--- src/verilog/ep0_ctrl_pkg.sv ---
// Constants, field layouts and carrier types for the endpoint zero transfer control block.
package ep0_ctrl_pkg;

	// ==========================================================================
	// Register map
	// ==========================================================================
	// Byte address of the transfer control register.
	localparam logic [7:0] ADDR_XFER_CTRL = 8'h32;
	// Byte address of the mode register (direction, byte access, empty enable, countdown).
	localparam logic [7:0] ADDR_MODE = 8'h40;
	// Byte address of the data port (read lowers the count in countdown mode, write fills the buffer).
	localparam logic [7:0] ADDR_DATA = 8'h34;
	// Byte address of the event flag register (write one to clear).
	localparam logic [7:0] ADDR_FLAGS = 8'h38;

	// ==========================================================================
	// Transfer control register fields
	// ==========================================================================
	localparam int SEL_HI = 15;
	localparam int SEL_LO = 14;
	localparam int VALID_BIT = 13;
	localparam int FLUSH_BIT = 12;
	localparam int NOT_READY_BIT = 11;
	localparam int COMPLETION_BIT = 10;
	localparam int COUNT_W = 9;
	// Value of the register after reset: only the not-ready bit is set.
	localparam logic [15:0] XFER_CTRL_RESET = 16'h0800;

	// ==========================================================================
	// Mode register fields
	// ==========================================================================
	localparam int MODE_DIR_BIT = 0;
	localparam int MODE_BYTE_BIT = 1;
	localparam int MODE_EMPE_BIT = 2;
	localparam int MODE_CNTDN_BIT = 15;

	// ==========================================================================
	// Flag register fields
	// ==========================================================================
	localparam int FLAG_NRD_BIT = 0;
	localparam int FLAG_RDY_BIT = 1;
	localparam int FLAG_EMPOVR_BIT = 2;
	localparam int FLAG_EMPTY_BIT = 3;

	// Selector encodings.
	localparam logic [1:0] SEL_NAK = 2'h0;
	localparam logic [1:0] SEL_BUF = 2'h1;
	localparam logic [1:0] SEL_STALL = 2'h2;
	// Stage sequence code that reports a sequence error.
	localparam logic [2:0] SEQ_ERROR = 3'h6;
	// Count steps for byte and word access.
	localparam logic [8:0] STEP_BYTE = 9'h001;
	localparam logic [8:0] STEP_WORD = 9'h002;

	// Handshake answer to the serial engine.
	typedef enum logic [3:0]
	{
		REPLY_ACK = 4'b0001,
		REPLY_NAK = 4'b0010,
		REPLY_STALL = 4'b0100,
		REPLY_DATA = 4'b1000
	} reply_type;

	// Events reported by the serial engine; one-cycle pulses except the engine_ready and fifo_busy levels.
	typedef struct packed
	{
		logic setup_token;
		logic auto_request;
		logic seq_code_valid;
		logic [2:0] seq_code;
		logic data_token;
		logic status_token;
		logic packet_busy;
		logic rx_done;
		logic [8:0] rx_len;
		logic tx_done;
		logic engine_ready;
		logic fifo_busy;
	} engine_event_type;

	// Whole state of the block.
	typedef struct packed
	{
		logic [1:0] selector;
		logic valid;
		logic completion;
		logic [8:0] count;
		logic direction;
		logic byte_mode;
		logic empty_enable;
		logic countdown;
		logic zlp_pending;
		logic nrd;
		logic rdy;
		logic empovr;
		logic empty_irq;
		logic [15:0] rdata;
		logic [3:0] reply;
		logic reply_valid;
		logic flush_cpu;
		logic flush_engine;
		logic send_short;
	} state_type;

endpackage : ep0_ctrl_pkg

--- src/verilog/ep0_transfer_ctrl.sv ---
// Endpoint zero control transfer handshake, buffer ownership and count logic.
`timescale 1ns/100ps
// What this block does
// [RULE1] Selector 00 answers NAK in data, status.
// [RULE2] Setup stage always acknowledged regardless of selector.
// [RULE3] Selector writes ignored while buffer valid set.
// [RULE4] Write direction: ACK if ready, else NAK+flag.
// [RULE5] Read direction: send if ready, else NAK+flag.
// [RULE6] Selector upper bit set answers STALL.
// [RULE7] Packet in progress finishes; new selector next.
// [RULE8] Hardware loads selector on setup, auto, error.
// [RULE9] Auto request sets status completion, sends ZLP in write direction.
// [RULE10] Buffer valid meaningful only when not-ready low.
// [RULE11] Write: valid sets on receive, clears on read/flush.
// [RULE12] Read: valid clears on transmit/flush; empty error.
// [RULE13] Read: valid sets on fill or forced write.
// [RULE14] Valid plus flush together sends zero-length packet.
// [RULE15] Write flush clears buffer, valid, count; self-clears.
// [RULE16] Read flush: clears CPU or engine buffer.
// [RULE17] Flush with transmit data raises buffer-empty event.
// [RULE18] Software waits for not-ready low before access.
// [RULE19] Status completion decides status-stage ZLP, ACK, NAK.
// [RULE20] Setup token clears status completion bit.
// [RULE21] Nine-bit count shows received bytes, counts down.
// [RULE22] Countdown mode: minus one/two, else clear at end.
// [RULE23] Direction bit picks write or read buffer.
// [RULE24] Self-set fields update same cycle; engine wins.
module ep0_transfer_ctrl
(
	input wire logic clk_i,
	input wire logic resetn_i,
	// Register port.
	input wire logic [7:0] addr_i,
	input wire logic [15:0] wdata_i,
	input wire logic wr_i,
	input wire logic rd_i,
	output logic [15:0] rdata_o,
	// Serial engine events.
	input wire ep0_ctrl_pkg::engine_event_type event_i,
	// CPU buffer reports that the transmit data has been written completely.
	input wire logic cpu_fill_done_i,
	// CPU buffer reports that the last received byte or word has been read.
	input wire logic cpu_read_last_i,
	// Handshake answer to the serial engine.
	output ep0_ctrl_pkg::reply_type reply_o,
	output logic reply_valid_o,
	// Answer is a zero-length packet.
	output logic reply_zlp_o,
	// Buffer control pulses.
	output logic flush_cpu_o,
	output logic flush_engine_o,
	output logic send_short_o,
	// Buffer ownership: high while the CPU owns the buffer.
	output logic cpu_owns_o
);

	// ==========================================================================
	// State
	// ==========================================================================
	ep0_ctrl_pkg::state_type state_q; // Registered state.
	ep0_ctrl_pkg::state_type state_d; // Next state.
	logic [15:0] ctrl_word; // Assembled control register image.
	logic [15:0] mode_word; // Assembled mode register image.
	logic [3:0] flag_word; // Assembled flag register image.

	// Turn selector and context into a reply.
	function automatic ep0_ctrl_pkg::reply_type pick_reply(input logic [1:0] sel,
		input logic ready);
		ep0_ctrl_pkg::reply_type r;
		r = ep0_ctrl_pkg::REPLY_NAK;
		if (sel[1])
			r = ep0_ctrl_pkg::REPLY_STALL; // RULE6
		else if (sel == ep0_ctrl_pkg::SEL_BUF && ready)
			r = ep0_ctrl_pkg::REPLY_ACK;
		return r; // RULE1
	endfunction : pick_reply

	// Images of the readable registers.
	always_comb
	begin
		ctrl_word = {state_q.selector, state_q.valid, 1'b0, event_i.fifo_busy,
			state_q.completion, 1'b0, state_q.count};
		mode_word = 16'h0000;
		mode_word[ep0_ctrl_pkg::MODE_DIR_BIT] = state_q.direction;
		mode_word[ep0_ctrl_pkg::MODE_BYTE_BIT] = state_q.byte_mode;
		mode_word[ep0_ctrl_pkg::MODE_EMPE_BIT] = state_q.empty_enable;
		mode_word[ep0_ctrl_pkg::MODE_CNTDN_BIT] = state_q.countdown;
		flag_word = {state_q.empty_irq, state_q.empovr, state_q.rdy, state_q.nrd};
	end

	// ==========================================================================
	// Next state
	// ==========================================================================
	// Software writes are applied first, then engine events override them.
	always_comb
	begin
		logic wr_ctrl;
		logic wr_flags;
		logic flush;
		logic force_valid;
		logic ready;
		logic [8:0] step;
		wr_ctrl = wr_i && addr_i == ep0_ctrl_pkg::ADDR_XFER_CTRL;
		wr_flags = wr_i && addr_i == ep0_ctrl_pkg::ADDR_FLAGS;
		flush = wr_ctrl && wdata_i[ep0_ctrl_pkg::FLUSH_BIT];
		force_valid = wr_ctrl && wdata_i[ep0_ctrl_pkg::VALID_BIT];
		ready = 1'b0;
		step = state_q.byte_mode ? ep0_ctrl_pkg::STEP_BYTE : ep0_ctrl_pkg::STEP_WORD;
		state_d = state_q;
		state_d.reply_valid = 1'b0;
		state_d.flush_cpu = 1'b0;
		state_d.flush_engine = 1'b0;
		state_d.send_short = 1'b0;

		// Register reads return data one cycle later.
		state_d.rdata = 16'h0000;
		if (rd_i)
		begin
			case (addr_i)
				ep0_ctrl_pkg::ADDR_XFER_CTRL: state_d.rdata = ctrl_word;
				ep0_ctrl_pkg::ADDR_MODE: state_d.rdata = mode_word;
				ep0_ctrl_pkg::ADDR_FLAGS: state_d.rdata = {12'h000, flag_word};
				default: state_d.rdata = 16'h0000;
			endcase
		end

		// Mode register write.
		if (wr_i && addr_i == ep0_ctrl_pkg::ADDR_MODE)
		begin
			state_d.direction = wdata_i[ep0_ctrl_pkg::MODE_DIR_BIT]; // RULE23
			state_d.byte_mode = wdata_i[ep0_ctrl_pkg::MODE_BYTE_BIT];
			state_d.empty_enable = wdata_i[ep0_ctrl_pkg::MODE_EMPE_BIT];
			state_d.countdown = wdata_i[ep0_ctrl_pkg::MODE_CNTDN_BIT];
		end

		// Flag clears by writing one.
		if (wr_flags)
		begin
			if (wdata_i[ep0_ctrl_pkg::FLAG_NRD_BIT])
				state_d.nrd = 1'b0;
			if (wdata_i[ep0_ctrl_pkg::FLAG_RDY_BIT])
				state_d.rdy = 1'b0;
			if (wdata_i[ep0_ctrl_pkg::FLAG_EMPOVR_BIT])
				state_d.empovr = 1'b0;
			if (wdata_i[ep0_ctrl_pkg::FLAG_EMPTY_BIT])
				state_d.empty_irq = 1'b0;
		end

		// Control register write; valid and count only act when not busy.
		if (wr_ctrl)
		begin
			if (!state_q.valid)
				state_d.selector = wdata_i[ep0_ctrl_pkg::SEL_HI:ep0_ctrl_pkg::SEL_LO]; // RULE3
			state_d.completion = wdata_i[ep0_ctrl_pkg::COMPLETION_BIT];
		end
		if (!event_i.fifo_busy) // RULE10 RULE18
		begin
			if (!state_q.direction)
			begin
				// Write direction: flush discards received data.
				if (flush && state_q.valid)
				begin
					state_d.valid = 1'b0; // RULE15
					state_d.count = 9'h000;
					state_d.flush_cpu = 1'b1;
				end
				// Data port reads lower the count in countdown mode; the last read clears it.
				if (rd_i && addr_i == ep0_ctrl_pkg::ADDR_DATA && state_q.valid)
				begin
					if (state_q.countdown)
						state_d.count = (state_q.count > step) ? 9'(state_q.count - step)
							: 9'h000; // RULE22
					if (cpu_read_last_i)
					begin
						state_d.count = 9'h000; // RULE21
						state_d.valid = 1'b0; // RULE11
					end
				end
			end
			else
			begin
				// Read direction flush and forced valid.
				if (flush)
				begin
					if (state_q.valid)
					begin
						state_d.flush_engine = 1'b1; // RULE16
						state_d.valid = 1'b0;
						// Dropping a loaded buffer counts as an empty clear as well.
						if (state_q.empty_enable)
							state_d.empovr = 1'b1; // RULE12
					end
					else
						state_d.flush_cpu = 1'b1;
					state_d.empty_irq = 1'b1; // RULE17
				end
				if (force_valid && !state_q.valid)
				begin
					state_d.valid = 1'b1; // RULE13
					state_d.send_short = !flush;
					state_d.zlp_pending = flush; // RULE14
				end
				if (cpu_fill_done_i && !state_q.valid)
					state_d.valid = 1'b1; // RULE13
			end
		end

		// Engine events override software in the same cycle.
		if (event_i.rx_done && !state_q.direction)
		begin
			state_d.valid = 1'b1; // RULE11 RULE24
			state_d.rdy = 1'b1;
			state_d.count = event_i.rx_len; // RULE21
		end
		if (event_i.tx_done && state_q.direction && state_q.valid)
		begin
			state_d.valid = 1'b0; // RULE12
			state_d.zlp_pending = 1'b0; // RULE14
			if (state_q.empty_enable)
				state_d.empovr = 1'b1;
		end

		// Token handling.
		if (event_i.setup_token)
		begin
			state_d.reply = ep0_ctrl_pkg::REPLY_ACK; // RULE2
			state_d.reply_valid = 1'b1;
			state_d.selector = ep0_ctrl_pkg::SEL_NAK; // RULE8
			state_d.completion = 1'b0; // RULE20
		end
		else if (event_i.data_token)
		begin
			ready = event_i.engine_ready;
			// A transaction in flight keeps its answer; selector counts next time.
			state_d.reply = ep0_ctrl_pkg::reply_type'(
				event_i.packet_busy ? state_q.reply : pick_reply(state_q.selector, ready)); // RULE7
			if (!event_i.packet_busy && state_q.direction
				&& state_d.reply == ep0_ctrl_pkg::REPLY_ACK)
				state_d.reply = ep0_ctrl_pkg::REPLY_DATA; // RULE5
			if (state_q.selector == ep0_ctrl_pkg::SEL_BUF && !ready)
				state_d.nrd = 1'b1; // RULE4 RULE5
			state_d.reply_valid = 1'b1;
		end
		else if (event_i.status_token)
		begin
			// Status stage follows the completion bit.
			state_d.reply = pick_reply(state_q.selector, state_q.completion); // RULE19
			// An IN status token cannot be acked: a write transfer sends an empty packet.
			if (!state_q.direction && state_d.reply == ep0_ctrl_pkg::REPLY_ACK)
				state_d.reply = ep0_ctrl_pkg::REPLY_DATA; // RULE9 RULE19
			state_d.reply_valid = 1'b1;
		end
		if (event_i.auto_request)
		begin
			state_d.selector = ep0_ctrl_pkg::SEL_BUF; // RULE8
			state_d.completion = 1'b1; // RULE9
		end
		if (event_i.seq_code_valid && event_i.seq_code == ep0_ctrl_pkg::SEQ_ERROR)
			state_d.selector = ep0_ctrl_pkg::SEL_STALL; // RULE8
	end

	// ==========================================================================
	// State register
	// ==========================================================================
	always_ff @(posedge clk_i or negedge resetn_i)
	begin
		if (!resetn_i)
		begin
			state_q <= '0;
			state_q.reply <= ep0_ctrl_pkg::REPLY_NAK;
		end
		else
			state_q <= state_d;
	end

	// ==========================================================================
	// Outputs
	// ==========================================================================
	assign rdata_o = state_q.rdata;
	assign reply_o = ep0_ctrl_pkg::reply_type'(state_q.reply);
	assign reply_valid_o = state_q.reply_valid;
	// A status answer of data while the completion bit is set, or a forced empty send.
	// Only a data answer can be empty, so handshakes never carry the flag.
	assign reply_zlp_o = state_q.reply_valid && state_q.reply == ep0_ctrl_pkg::REPLY_DATA
		&& (state_q.zlp_pending || (state_q.completion && !state_q.direction)); // RULE9 RULE14
	assign flush_cpu_o = state_q.flush_cpu;
	assign flush_engine_o = state_q.flush_engine;
	assign send_short_o = state_q.send_short;
	assign cpu_owns_o = state_q.direction ? !state_q.valid : state_q.valid;

endmodule : ep0_transfer_ctrl
--- config.mk ---
export PLATFORM = sky130hd
export DESIGN_NAME = ep0_transfer_ctrl
export DESIGN_NICKNAME = d
export VERILOG_FILES = /design/src/verilog/ep0_ctrl_pkg.sv /design/src/verilog/ep0_transfer_ctrl.sv
export SDC_FILE = /design/constraint.sdc
export NUM_CORES = 1
export LEC_CHECK = 0
export BUFFER_PORTS_ARGS = -buffer_cell sky130_fd_sc_hd__buf_2
export CAP_MARGIN = 20
export CORE_MARGIN = 2
export CORE_UTILIZATION = 45
export DETAILED_ROUTE_END_ITERATION = 6
export GPL_TIMING_DRIVEN = 0
export PLACE_DENSITY_LB_ADDON = 0.1
export SLEW_MARGIN = 5
export SYNTH_ARGS = -nofsm -noshare
export SYNTH_HDL_FRONTEND = slang
export SYNTH_SLANG_ARGS = --single-unit
--- constraint.sdc ---
create_clock -name clk_i -period 2.5 [get_ports clk_i]
set_input_delay 0.25 -clock clk_i [delete_from_list [all_inputs] [get_ports clk_i]]
set_output_delay 0.25 -clock clk_i [all_outputs]
set_load 0.005 [all_outputs]
# Yosys cells after proc, flatten, opt, wreduce, memory -nomap -nowiden
# Index checks and enable logic that the tools add are counted.
[op_classes]
add_sub_neg = 1
mul = 0
n_div = 0
n_lt_le_gt_ge = 1
n_eq_ne = 15
n_shift = 0
n_mux = 73
n_bitwise = 0
n_reduce_logical = 41
[op_table]
columns = ["operator", "count"]
rows = [
  ["2-to-1 mux 9 bit", 8],
  ["case mux 16 bit (3 select lines)", 1],
  ["2-to-1 mux 4 bit", 9],
  ["2-to-1 mux 1 bit", 35],
  ["2-to-1 mux 2 bit", 13],
  ["equality test 8 x 6 -> 1 bit (second input constant)", 3],
  ["logical AND 1 bit", 23],
  ["2-to-1 mux 16 bit", 1],
  ["2-to-1 mux 5 bit", 3],
  ["greater-than comparator 9 x 2 -> 1 bit", 1],
  ["2-to-1 mux 3 bit", 3],
  ["subtractor 9 x 2 -> 9 bit", 1],
  ["equality test 4 x 1 -> 1 bit (second input constant)", 2],
  ["equality test 8 x 7 -> 1 bit (second input constant)", 1],
  ["AND reduction 2 bit", 4],
  ["nonzero test 2 bit", 4],
  ["inequality test 2 x 1 -> 1 bit (second input constant)", 3],
  ["inequality test 6 x 1 -> 1 bit (second input constant)", 1],
  ["nonzero test 3 bit", 2],
  ["zero test 1 bit", 5],
  ["equality test 4 bit (second input constant)", 1],
  ["inequality test 4 x 3 -> 1 bit (second input constant)", 1],
  ["nonzero test 4 bit", 1],
  ["equality test 3 bit (second input constant)", 1],
  ["4 further kinds", 4],
]
[totals]
regBits = 46
latch_bits = 0
ramBits = 0
romBits = 0
input_bits = 52
output_inout_bits = 26
elab_cells = 150
mem_count = 0

# Longest topological paths before layout
# Gate-level depths: netlist of run 1.
[logic_depth]
word_depth = 13
ltp_mapped = 8
depth_no_buf = 8

# Worst setup path after synthesis of run 1
# Ideal clock, no wire load.
[synth_timing]
path_type = "register -> register"
start = "register state_q (netlist bit ctrl_word[0])"
end = "register state_q (netlist bit ctrl_word[8])"
t_arrival_ps = 2059
required_time_ps = 2371
path_slack_ps = 312
stages_incl_launch_ff = 9
cell_sequence = "dfrtp_1 > inv_1 > ha_1 > fa_1 > or4b_1 > or3_1 > or2_2 > a21oi_1 > o21ai_0"
[synth_between]
elab_chain_cells = 8
word_cells_on_any_way = 9
classes_between = "add/sub (1); order compare (1); mux (7)"
[synth_rtl]
columns = ["item", "line", "text"]
rows = [
  ["from (decl)", "ep0_transfer_ctrl.sv:60", "ep0_ctrl_pkg::state_type state_q;"],
  ["from (signal assigned)", "ep0_transfer_ctrl.sv:273", "state_q <= state_d;"],
  ["subtractor 9 x 2 -> 9 bit or greater-than comparator 9 x 2 -> 1 bit (tied branches)", "ep0_transfer_ctrl.sv:171", "state_d.count = (state_q.count > step) ? 9'(state_q.count - step)"],
  ["2-to-1 mux 9 bit (*)", "ep0_transfer_ctrl.sv:171", ""],
  ["2-to-1 mux 9 bit (*)", "ep0_transfer_ctrl.sv:170", "if (state_q.countdown)"],
  ["2-to-1 mux 9 bit (*)", "ep0_transfer_ctrl.sv:173", "if (cpu_read_last_i)"],
  ["2-to-1 mux 9 bit (*)", "ep0_transfer_ctrl.sv:168", "if (rd_i && addr_i == ep0_ctrl_pkg::ADDR_DATA && state_q.valid)"],
  ["2-to-1 mux 9 bit (*)", "ep0_transfer_ctrl.sv:158", "if (!state_q.direction)"],
  ["2-to-1 mux 9 bit (*)", "ep0_transfer_ctrl.sv:156", "if (!event_i.fifo_busy)"],
  ["2-to-1 mux 9 bit (*)", "ep0_transfer_ctrl.sv:209", "if (event_i.rx_done && !state_q.direction)"],
]
# Every way passes the cells marked *; elsewhere a longest branch is shown, timed or not. The select of a mux whose other input is x is not followed.
# A chain may end at the register's enable or synchronous reset.

# Worst setup path in the final report of run 1
# Ends and elaborated chain as after synthesis.

==> flow_summary_export.csv, run 1 <==
group,metric,value,unit
status,status,"complete, no violations",
sta,timing.hold.ws,0.09293,ns
sta,setup_tns,0,ns
layout,nets,392,
yosys,synth_area,0.002540,sq mm
grt,grtUsageTotal,0.1959,
grt,grt.busiest_layer,"met1",
layout,diodes,0,
clock_network,clock_latency,0.30,ns
setup_path,r2r_setup_slack,0.18,ns
placed_design,io_buffer_count,65,
min_path,hold_class,"in2async",
grt,grt_max_degree,45,
clock_network,clk_pin_slew_worst_paths,0.08,ns
sta,tightest_slew,0.9566,ns
sta,drv_slew,0,
clock_network,cts.sinks,44,
yosys,synthCells,263,
setup_path,critPathKind,"reg2reg",
setup_path,critPathMaxFanout,3,
clock_network,clockBufferDepth,2,
sta,slew_headroom,0.3623,
detailed_routing,remaining_drc_errors,0,
yosys,synthArstFlopShare,1.000,
yosys,netlist.top_cell.by_area,"dfrtp_1",
yosys,synth_top_area_frac,0.4236,
setup_path,worstPathRequired,2.68,ns
sta,fin_ws,0.1834,ns
clock_network,cts_root_buffer,"clkbuf_8",
grt,antenna_found_initial,0,
yosys,synth-seq-cells,44,
die,die_h,79.13,um
clock_network,cts-buffers-inserted,5,
yosys,synth-main-ff-cell,"dfrtp_1",
clock_network,cts_tree,"yes",
placed_design,globalplace.congestion,0.8388,
yosys,synth_area_per_cell,9.658,sq um
die,rows,27,
yosys,synth_cell_types,61,
grt,first_global_vias,1924,
detailed_routing,viasPerCell,5.227,
power,p_leak,0.001547,uW
placed_design,dp_hpwl,4409,um
grt,use_met2,0.2822,
die,core-area,0.005473,sq mm
detailed_routing,ant_nets,0,
yosys,yosysWarnings,0,
layout,final_util,0.5633,
sta,min_period,2.317,ns
clock_network,h-tree-depth,2,
detailed_routing,wl,5878,um
die,initial_core_util,0.4641,
yosys,synth_edf_count,0,
detailed_routing,routed-via-count,2143,
setup_path,crit_arrival,2.49,ns
die,die_w,79.13,um
yosys,ys_seq_area_frac,0.4340,
detailed_routing,wl_per_cell,14.34,um
sta,fin_crit_sh,0.9266,
layout,postLayoutCellArea,0.003083,sq mm
power,power.density,496.9,mW/mm^2
detailed_routing,drt_iter0_drc,109,
setup_path,end_kind,"flip-flop",
placed_design,place_area,0.002959,sq mm
grt,grt-ovfl-total,0,
setup_path,cp-start-kind,"flip-flop",
detailed_routing,drtPass1Iterations,4,
placed_design,post-place-ws,0.1605,ns
clock_network,cts_hold_buffers,0,
power,vdd_drop_max,0.2788,mV
die,die-area,0.006262,sq mm
grt,grt_use_met3,0.03409,
layout,drive_gt1_frac,0.3402,
sta,rsz0062_at_grt,"no",
layout,synthToLayoutAreaGrowth,21.38,%
sta,skew,0.008996,ns
job,max_cap_violations,0,
grt,grt_pass1_wl,9660,um
sta,hold_viol_final,0,
die,io_pins,78,
grt,use_met1,0.3029,
yosys,ys_top_cells_by_area,"dfrtp_1 42%, buf_4 5.9%, nand2_1 3.5%, a22oi_1 3.0%, and3_1 3.0%",
sta,report.final.setup_viol,0,
sta,timing.fmax,431.7,MHz
-- per-layer routing --
layer / routed length [um] / vias up
met5: 0 / -
met4: 70 / 0
met3: 266 / 6
met2: 2545 / 59
met1: 2995 / 991
li1: - / 1087
-- cells by family after synthesis --
kind of cell / after synthesis / share of synthesized area
AND/OR/NAND/NOR: 107 / 0.2365
AO/OA/AOI/OAI: 57 / 0.1749
XOR/XNOR: 3 / 0.01035
flip-flops: 44 / 0.4340
other: 1 / 0.001476
multiplexers: 9 / 0.03744
buffers and inverters: 39 / 0.08768
adder cells (fa/ha/maj): 3 / 0.01773
-- repair_timing --
| action | in CTS | in global routing |
|---|---|---|
| hold endpoints to repair | 0 | 0 |
| resized for setup | 0 | 4 |
| setup endpoints to repair | 0 | 1 |
| setup buffers | 0 | 1 |
-- flip-flops by register name, indices dropped and copies added (netlist names) --
register / cells
ctrl_word: 13
flag_word: 4
flush_cpu_o: 1
flush_engine_o: 1
mode_word: 4
rdata_o: 14
reply_o: 4
reply_valid_o: 1
send_short_o: 1
state_q: 1
-- cell type report --
| cell class | instances | area (sq um) |
|---|---|---|
| buffer | 30 | 188.9 |
| clock inverter | 1 | 30.03 |
| sequential | 44 | 1104 |
| inverter | 9 | 33.78 |
| clock buffer | 7 | 76.32 |
| multi-input combinational | 181 | 1227 |
| fill | 523 | 2390 |
| tap | 72 | 90.09 |
| timing repair buffer | 66 | 332.8 |
-- critical path: stages (launching register included) --
cell and delay [ns]:
dfrtp_1 0.41, inv_1 0.07, ha_2 0.19, fa_2 0.21, or4b_4 0.47, or3_1 0.35, or2_2 0.28, a21oi_1 0.13
o21ai_0 0.08
-- power by group --
part | switching [uW] | total [uW] | leakage (uW) | internal (uW)
logic | 120 | 223 | 0.000932 | 103
registers | 36.3 | 776 | 0.000563 | 740
clock network | 234 | 533 | 0.0000524 | 299
-- stage by stage --
| stage | cells | total power, uW |
|---|---|---|
| CTS | 409 | 1547 |
| detailed placement | 401 | 1008 |
| finish | 410 | 1532 |
| floorplan | 264 | 908.2 |
| global placement | 401 | 1005 |
| global route | 410 | 1605 |
-- worst paths after layout --
check | start | to | cells after the start
worst max-delay path | ctrl_word[0] | ctrl_word[8] | 8
worst min register to register | flag_word[2] | flag_word[2] | 2
worst min-delay path | resetn_i | ctrl_word[2] | 1
min in group clk_i | event_i[5] | ctrl_word[2] | 3
max in group asynchronous | resetn_i | mode_word[1] | 1
worst max register to register | ctrl_word[0] | ctrl_word[8] | 8
-- synthesized netlist by cell type (5+ instances only) --
| cell type | n |
|---|---|
| a211oi_1 | 5 |
| nand2_1 | 24 |
| a21oi_1 | 6 |
| inv_1 | 9 |
| and3_1 | 12 |
| o21ai_0 | 8 |
| nor2_1 | 14 |
| or3_1 | 6 |
| nor2b_1 | 9 |
| nor3_1 | 6 |
| a22oi_1 | 10 |
| mux2i_1 | 5 |
| buf_4 | 20 |
| dfrtp_1 | 43 |
| nand3_1 | 12 |
| clkbuf_1 | 8 |
-- placed cells by master, fill, tap and decap left out, drive strengths merged, types with 4 or more instances in the layout --
master and instances:
buf 88, dfrtp 43, nand2 25, clkbuf 15, nor2 14, and3 12
nand3 12, a22oi 10, o21ai 10, inv 9, nor2b 9, or3 7
a21oi 7, o211ai 7, nor3 6, mux2i 5, a211oi 5, a22o 4
mux2 4, nor4 4, a21boi 4
(Power assumes the default switching activity.)
==> inputs of run 2 (changes only) <==
--- a/config.mk
+++ b/config.mk
@@ -10,9 +10,9 @@
 export CORE_MARGIN = 2
 export CORE_UTILIZATION = 45
 export DETAILED_ROUTE_END_ITERATION = 6
-export GPL_TIMING_DRIVEN = 0
 export PLACE_DENSITY_LB_ADDON = 0.1
 export SLEW_MARGIN = 5
 export SYNTH_ARGS = -nofsm -noshare
 export SYNTH_HDL_FRONTEND = slang
 export SYNTH_SLANG_ARGS = --single-unit
+export TNS_END_PERCENT = 10
==> constraint.sdc (replaced) <==
create_clock -name clk_i -period 2.5 [get_ports clk_i]
set_input_delay 0.5 -clock clk_i [delete_from_list [all_inputs] [get_ports clk_i]]
set_output_delay 0.5 -clock clk_i [all_outputs]
set_load 0.005 [all_outputs]
==> flow_summary_export.csv, run 2 (synthesis gave the netlist of run 1 again) <==
group,metric,value,unit
status,status,"complete, no violations",
placed_design,post-place-ws,0.1396,ns
die,initial_core_util,0.4641,
die,die_w,79.13,um
setup_path,slowest_stage,"or4b_4",
sta,timing.hold.ws,0.3968,ns
clock_network,clk_pin_slew_worst_paths,0.08,ns
layout,layout_commonest_cell,"buf_2",
sta,skew,0.003187,ns
detailed_routing,routed-via-count,2127,
grt,antenna_found_initial,0,
grt,grtUsageTotal,0.2007,
min_path,hold_class,"in2reg",
detailed_routing,ant_nets,0,
layout,drive_gt1_frac,0.3260,
setup_path,crit_family,"simple AND/OR/NAND/NOR gates",
sta,fin_ws,0.1965,ns
sta,drv_slew,0,
clock_network,clockBufferDepth,2,
layout,diodes,0,
power,power.density,547.7,mW/mm^2
clock_network,post_cts_buffers,0,
clock_network,h-tree-depth,2,
sta,tightest_slew,0.6327,ns
setup_path,r2r_start,"ctrl_word[0]",
setup_path,r2r_setup_slack,0.20,ns
grt,grt-ovfl-total,0,
detailed_routing,drtPass1Iterations,4,
setup_path,slowest_delay,0.48,ns
die,core-area,0.005473,sq mm
layout,largest_reg_flops,14,
power,vdd_drop_max,0.2529,mV
job,max_cap_violations,0,
setup_path,crit_buf_inv,1,
sta,rsz0062_at_grt,"no",
placed_design,dp_hpwl,4502,um
detailed_routing,drt_iter0_drc,104,
layout,synthToLayoutAreaGrowth,17.93,%
setup_path,end_kind,"flip-flop",
detailed_routing,viasPerCell,5.440,
clock_network,cts_tree,"yes",
clock_network,cts_root_buffer,"clkbuf_8",
sta,hold_viol_final,0,
detailed_routing,wl,5852,um
setup_path,cp_cell_sequence,"inv_1, ha_1, fa_2, or4b_4, or3_1, or2_2, a21oi_1, o21ai_0",
setup_path,cp-start-kind,"flip-flop",
setup_path,worstReg2RegEnd,"ctrl_word[8]",
sta,setup_tns,0,ns
detailed_routing,wl_per_cell,14.97,um
grt,grt_max_degree,24,
layout,nets,373,
die,rows,27,
placed_design,io_buffer_count,68,
sta,slew_headroom,0.5737,
layout,fill_cells,532,
layout,layout_common_cells,"68 x buf_2, 42 x dfrtp_1, 24 x nand2_1, 14 x nor2_1",
min_path,hold-path-endpoint,"ctrl_word[2]",
clock_network,cts-buffers-inserted,5,
min_path,min-delay-start,"event_i[5]",
die,die-area,0.006262,sq mm
clock_network,cts.sinks,44,
sta,timing.fmax,434.1,MHz
die,die_h,79.13,um
grt,grt_pass1_wl,9770,um
power,p_leak,0.001490,uW
grt,first_global_vias,1947,
min_path,hold_depth,3,
setup_path,crit_arrival,2.48,ns
setup_path,critPathKind,"reg2reg",
clock_network,clock_latency,0.30,ns
sta,min_period,2.304,ns
die,io_pins,78,
sta,report.final.setup_viol,0,
setup_path,critPathMaxFanout,4,
placed_design,globalplace.congestion,0.8565,
setup_path,r2r_cells,8,
layout,final_util,0.5473,
detailed_routing,remaining_drc_errors,0,
setup_path,worstPathRequired,2.68,ns
sta,fin_crit_sh,0.9214,
[run 2: cell types whose count changed in the layout (fill, tap and decap cells not counted)]
| cell | delta |
|---|---|
| buf_4 | -13 |
| dlygate4sd3_1 | +1 |
| buf_1 | -1 |
| ha_1 | +1 |
| bufinv_16 | +1 |
| buf_2 | +2 |
| clkbuf_1 | -9 |
| ha_2 | -1 |
[run 2: cell type report]
type | instances | area (sq um) | share of cell area
clock buffers | 6 | 72.57 | 0.02423
clock inverters | 2 | 60.06 | 0.02005
inverters | 9 | 33.78 | 0.01128
multi-input cells | 181 | 1225 | 0.4089
flip-flops and latches | 44 | 1104 | 0.3684
well taps | 72 | 90.09 | 0.03008
repair buffers | 77 | 410.4 | 0.1370
[run 2: what timing repair did]
action / 4_1_cts / 5_1_grt
hold buffers: 1 / 0
setup endpoints to repair: 0 / 1
endpoints found under the hold margin: 3 / 0
gates resized for setup: 0 / 3
[run 2: tightest hold or removal path, cell delays in order]
cell	delay (ns)
buf_2	0.07
nand2_1	0.04
nand3_1	0.05
[run 2: report_power, final]
group | switching [uW] | leakage [uW] | internal (uW)
Combinational | 117 | 0.000862 | 99.5
Sequential | 37.4 | 0.000563 | 740
Clock | 248 | 0.0000654 | 399
Total | 402 | 0.00149 | 1240
[run 2: worst max-delay path by stage]
stage                 start            to  cells after the start
6_report       ctrl_word[0]  ctrl_word[8]                      8
5_1_grt        ctrl_word[0]  ctrl_word[8]                      8
4_1_cts        mode_word[1]  ctrl_word[8]                      7
3_5_place_dp   mode_word[1]  ctrl_word[8]                      7
3_3_place_gp   mode_word[1]  ctrl_word[8]                      7
2_1_floorplan  ctrl_word[0]  ctrl_word[8]                      8
[run 2: through the flow]
stage | cell area, sq um | instances | total power, uW
6_report | 2995 | 391 | 1641
5_1_grt | 2995 | 391 | 1730
4_1_cts | 2988 | 391 | 1658
3_5_place_dp | 2845 | 382 | 1004
3_3_place_gp | 2845 | 382 | 1002
2_1_floorplan | 2544 | 264 | 908.2
[run 2: routing by layer]
| layer | track usage | part of all wire |
|---|---|---|
| met4 | 0.06724 | 0.018 |
| met2 | 0.2941 | 0.43 |
| met3 | 0.03977 | 0.062 |
| met1 | 0.2960 | 0.49 |
| met5 | 0 | 0 |
==> inputs of run 3 (changes only) <==
--- a/config.mk
+++ b/config.mk
@@ -5,10 +5,13 @@
 export SDC_FILE = /design/constraint.sdc
 export NUM_CORES = 1
 export LEC_CHECK = 0
+export ABC_CLOCK_PERIOD_IN_PS = 2500
 export BUFFER_PORTS_ARGS = -buffer_cell sky130_fd_sc_hd__buf_2
 export CAP_MARGIN = 20
-export CORE_MARGIN = 2
-export CORE_UTILIZATION = 45
+export CELL_PAD_IN_SITES_DETAIL_PLACEMENT = 0
+export CELL_PAD_IN_SITES_GLOBAL_PLACEMENT = 1
+export CORE_MARGIN = 4
+export CORE_UTILIZATION = 38
 export DETAILED_ROUTE_END_ITERATION = 6
 export PLACE_DENSITY_LB_ADDON = 0.1
 export SLEW_MARGIN = 5
==> flow_summary_export.csv, run 3 (synthesis gave the netlist of run 1 again) <==
group,metric,value,unit
detailed_routing,wl,6466,um
sta,fin_ws,0.1235,ns
grt,grt_max_degree,25,
layout,nets,371,
detailed_routing,remaining_drc_errors,0,
power,power_frac_comb,0.149,
sta,skew,0.006215,ns
layout,final_util,0.4568,
sta,tightest_slew,0.6191,ns
setup_path,end_kind,"flip-flop",
power,p_switching,405.8,uW
detailed_routing,drtPass1Iterations,5,
setup_path,crit_path_start,"mode_word[1]",
setup_path,slowest_delay,0.50,ns
setup_path,crit_family,"simple AND/OR/NAND/NOR gates",
setup_path,r2r_start,"mode_word[1]",
sta,rsz0062_at_grt,"no",
die,core-area,0.006422,sq mm
layout,diodes,0,
power,p_int,1031,uW
die,die_h,89.76,um
power,switching_share,0.2824,
min_path,hold_class,"in2async",
grt,grtUsageTotal,0.1662,
power,p_seq_frac,0.542,
grt,grt_pass1_wl,10890,um
layout,drive_gt1_frac,0.3218,
detailed_routing,routed-via-count,2113,
detailed_routing,drt_iter0_drc,70,
setup_path,cp-start-kind,"flip-flop",
clock_network,cts_root_buffer,"clkbuf_8",
placed_design,globalplace.congestion,0.7868,
layout,layout_common_cells,"68 x buf_2, 43 x dfrtp_1, 24 x nand2_1, 14 x nor2_1",
setup_path,crit_buf_inv,0,
die,initial_core_util,0.3955,
setup_path,critPathMaxFanout,5,
clock_network,h-tree-depth,2,
sta,fin_crit_sh,0.9506,
setup_path,worstReg2RegEnd,"ctrl_word[8]",
power,vdd_drop_max,0.2169,mV
clock_network,cts-buffers-inserted,5,
setup_path,crit_arrival,2.55,ns
sta,slew_headroom,0.5829,
grt,use_met2,0.2494,
sta,timing.fmax,420.8,MHz
layout,layout_commonest_cell,"buf_2",
layout,postLayoutCellArea,0.002934,sq mm
power,power.density,489.7,mW/mm^2
detailed_routing,wl_per_cell,16.41,um
die,io_pins,78,
sta,hold_viol_final,0,
grt,use_met1,0.2450,
sta,setup_tns,0,ns
clock_network,cts.sinks,44,
placed_design,dp_hpwl,4933,um
grt,grt-ovfl-total,0,
status,status,"complete, no violations",
die,rows,29,
grt,grt.busiest_layer,"met2",
detailed_routing,ant_nets,0,
power,p_leak,0.001463,uW
clock_network,clockBufferDepth,2,
grt,antenna_found_initial,0,
layout,synthToLayoutAreaGrowth,15.52,%
clock_network,cts_tree,"yes",
setup_path,slowest_stage,"or4b_1",
placed_design,post-place-ws,0.1607,ns
layout,largest_reg_flops,14,
setup_path,worstPathRequired,2.68,ns
job,max_cap_violations,0,
detailed_routing,viasPerCell,5.363,
clock_network,clock_latency,0.29,ns
grt,first_global_vias,2068,
setup_path,critPathKind,"reg2reg",
placed_design,place_area,0.002844,sq mm
power,pwr-share-clk,0.309,
setup_path,crit_end,"ctrl_word[8]",
sta,report.final.setup_viol,0,
grt,grt_use_met3,0.03422,
setup_path,path_depth,7,
setup_path,r2r_setup_slack,0.12,ns
die,die-area,0.008056,sq mm
sta,drv_slew,0,
sta,min_period,2.376,ns
setup_path,cp_cell_sequence,"ha_1, fa_2, or4b_1, or3_1, or2_2, a21oi_1, o21ai_0",
clock_network,cts_hold_buffers,0,
clock_network,clk_pin_slew_worst_paths,0.08,ns
setup_path,r2r_cells,7,
placed_design,io_buffer_count,68,
die,die_w,89.76,um
[run 3: changes by cell type in the layout (fill, tap and decap cells not counted), sizes merged]
| cell | before | now |
|---|---|---|
| clkbuf | 6 | 5 |
| clkinv | 0 | 3 |
| dlygate4sd3 | 1 | 0 |
| bufinv | 2 | 0 |
| buf | 76 | 75 |
[run 3: layout make-up]
cell class	instances	area (sq um)
Inverter	9	33.78
Timing Repair Buffer	75	392.9
Clock buffer	5	68.82
Sequential cell	44	1102
Tap cell	77	96.34
Clock inverter	3	18.77
Fill cell	635	3488
Multi-Input combinational cell	181	1221
[run 3: repair_timing]
action | in CTS | in global routing
gates resized for setup | 0 | 1
buffers inserted | 0 | 0
setup endpoints to repair | 0 | 1
[run 3: how the worst min path moves through the flow]
| stage | startpoint | to | slack [ns] | cells after the start |
|---|---|---|---|---|
| after floorplan | resetn_i | ctrl_word[0] | 0.20 | 0 |
| after global placement | flag_word[1] | flag_word[1] | 0.46 | 2 |
| after detailed placement | flag_word[1] | flag_word[1] | 0.47 | 2 |
| after CTS | resetn_i | flag_word[3] | 0.22 | 1 |
| after global routing | resetn_i | flag_word[3] | 0.23 | 1 |
| final | resetn_i | rdata_o[4] | 0.21 | 1 |
[run 3: power groups by stage]
| stage | clock network [uW] | registers, uW | logic (uW) |
|---|---|---|---|
| 2_1_floorplan | 0 | 777 | 131 |
| 3_3_place_gp | 0 | 793 | 213 |
| 3_5_place_dp | 0 | 792 | 214 |
| 4_1_cts | 469 | 778 | 216 |
| 5_1_grt | 493 | 786 | 246 |
| 6_report | 444 | 778 | 214 |
[run 3: per-layer routing]
| metal | vias up | wire length [um] |
|---|---|---|
| li1 | 1038 | - |
| met3 | 8 | 406 |
| met2 | 72 | 2782 |
| met5 | - | 0 |
| met4 | 0 | 67 |
| met1 | 995 | 3209 |
[run 3: per-stage QoR]
stage / cells / power (uW) / hold slack (ns)
CTS: 394 / 1463 / 0.2150
finish: 394 / 1437 / 0.2092
detailed placement: 386 / 1006 / 0.4672
floorplan: 264 / 908.2 / 0.2044
global placement: 386 / 1005 / 0.4622
global route: 394 / 1525 / 0.2314
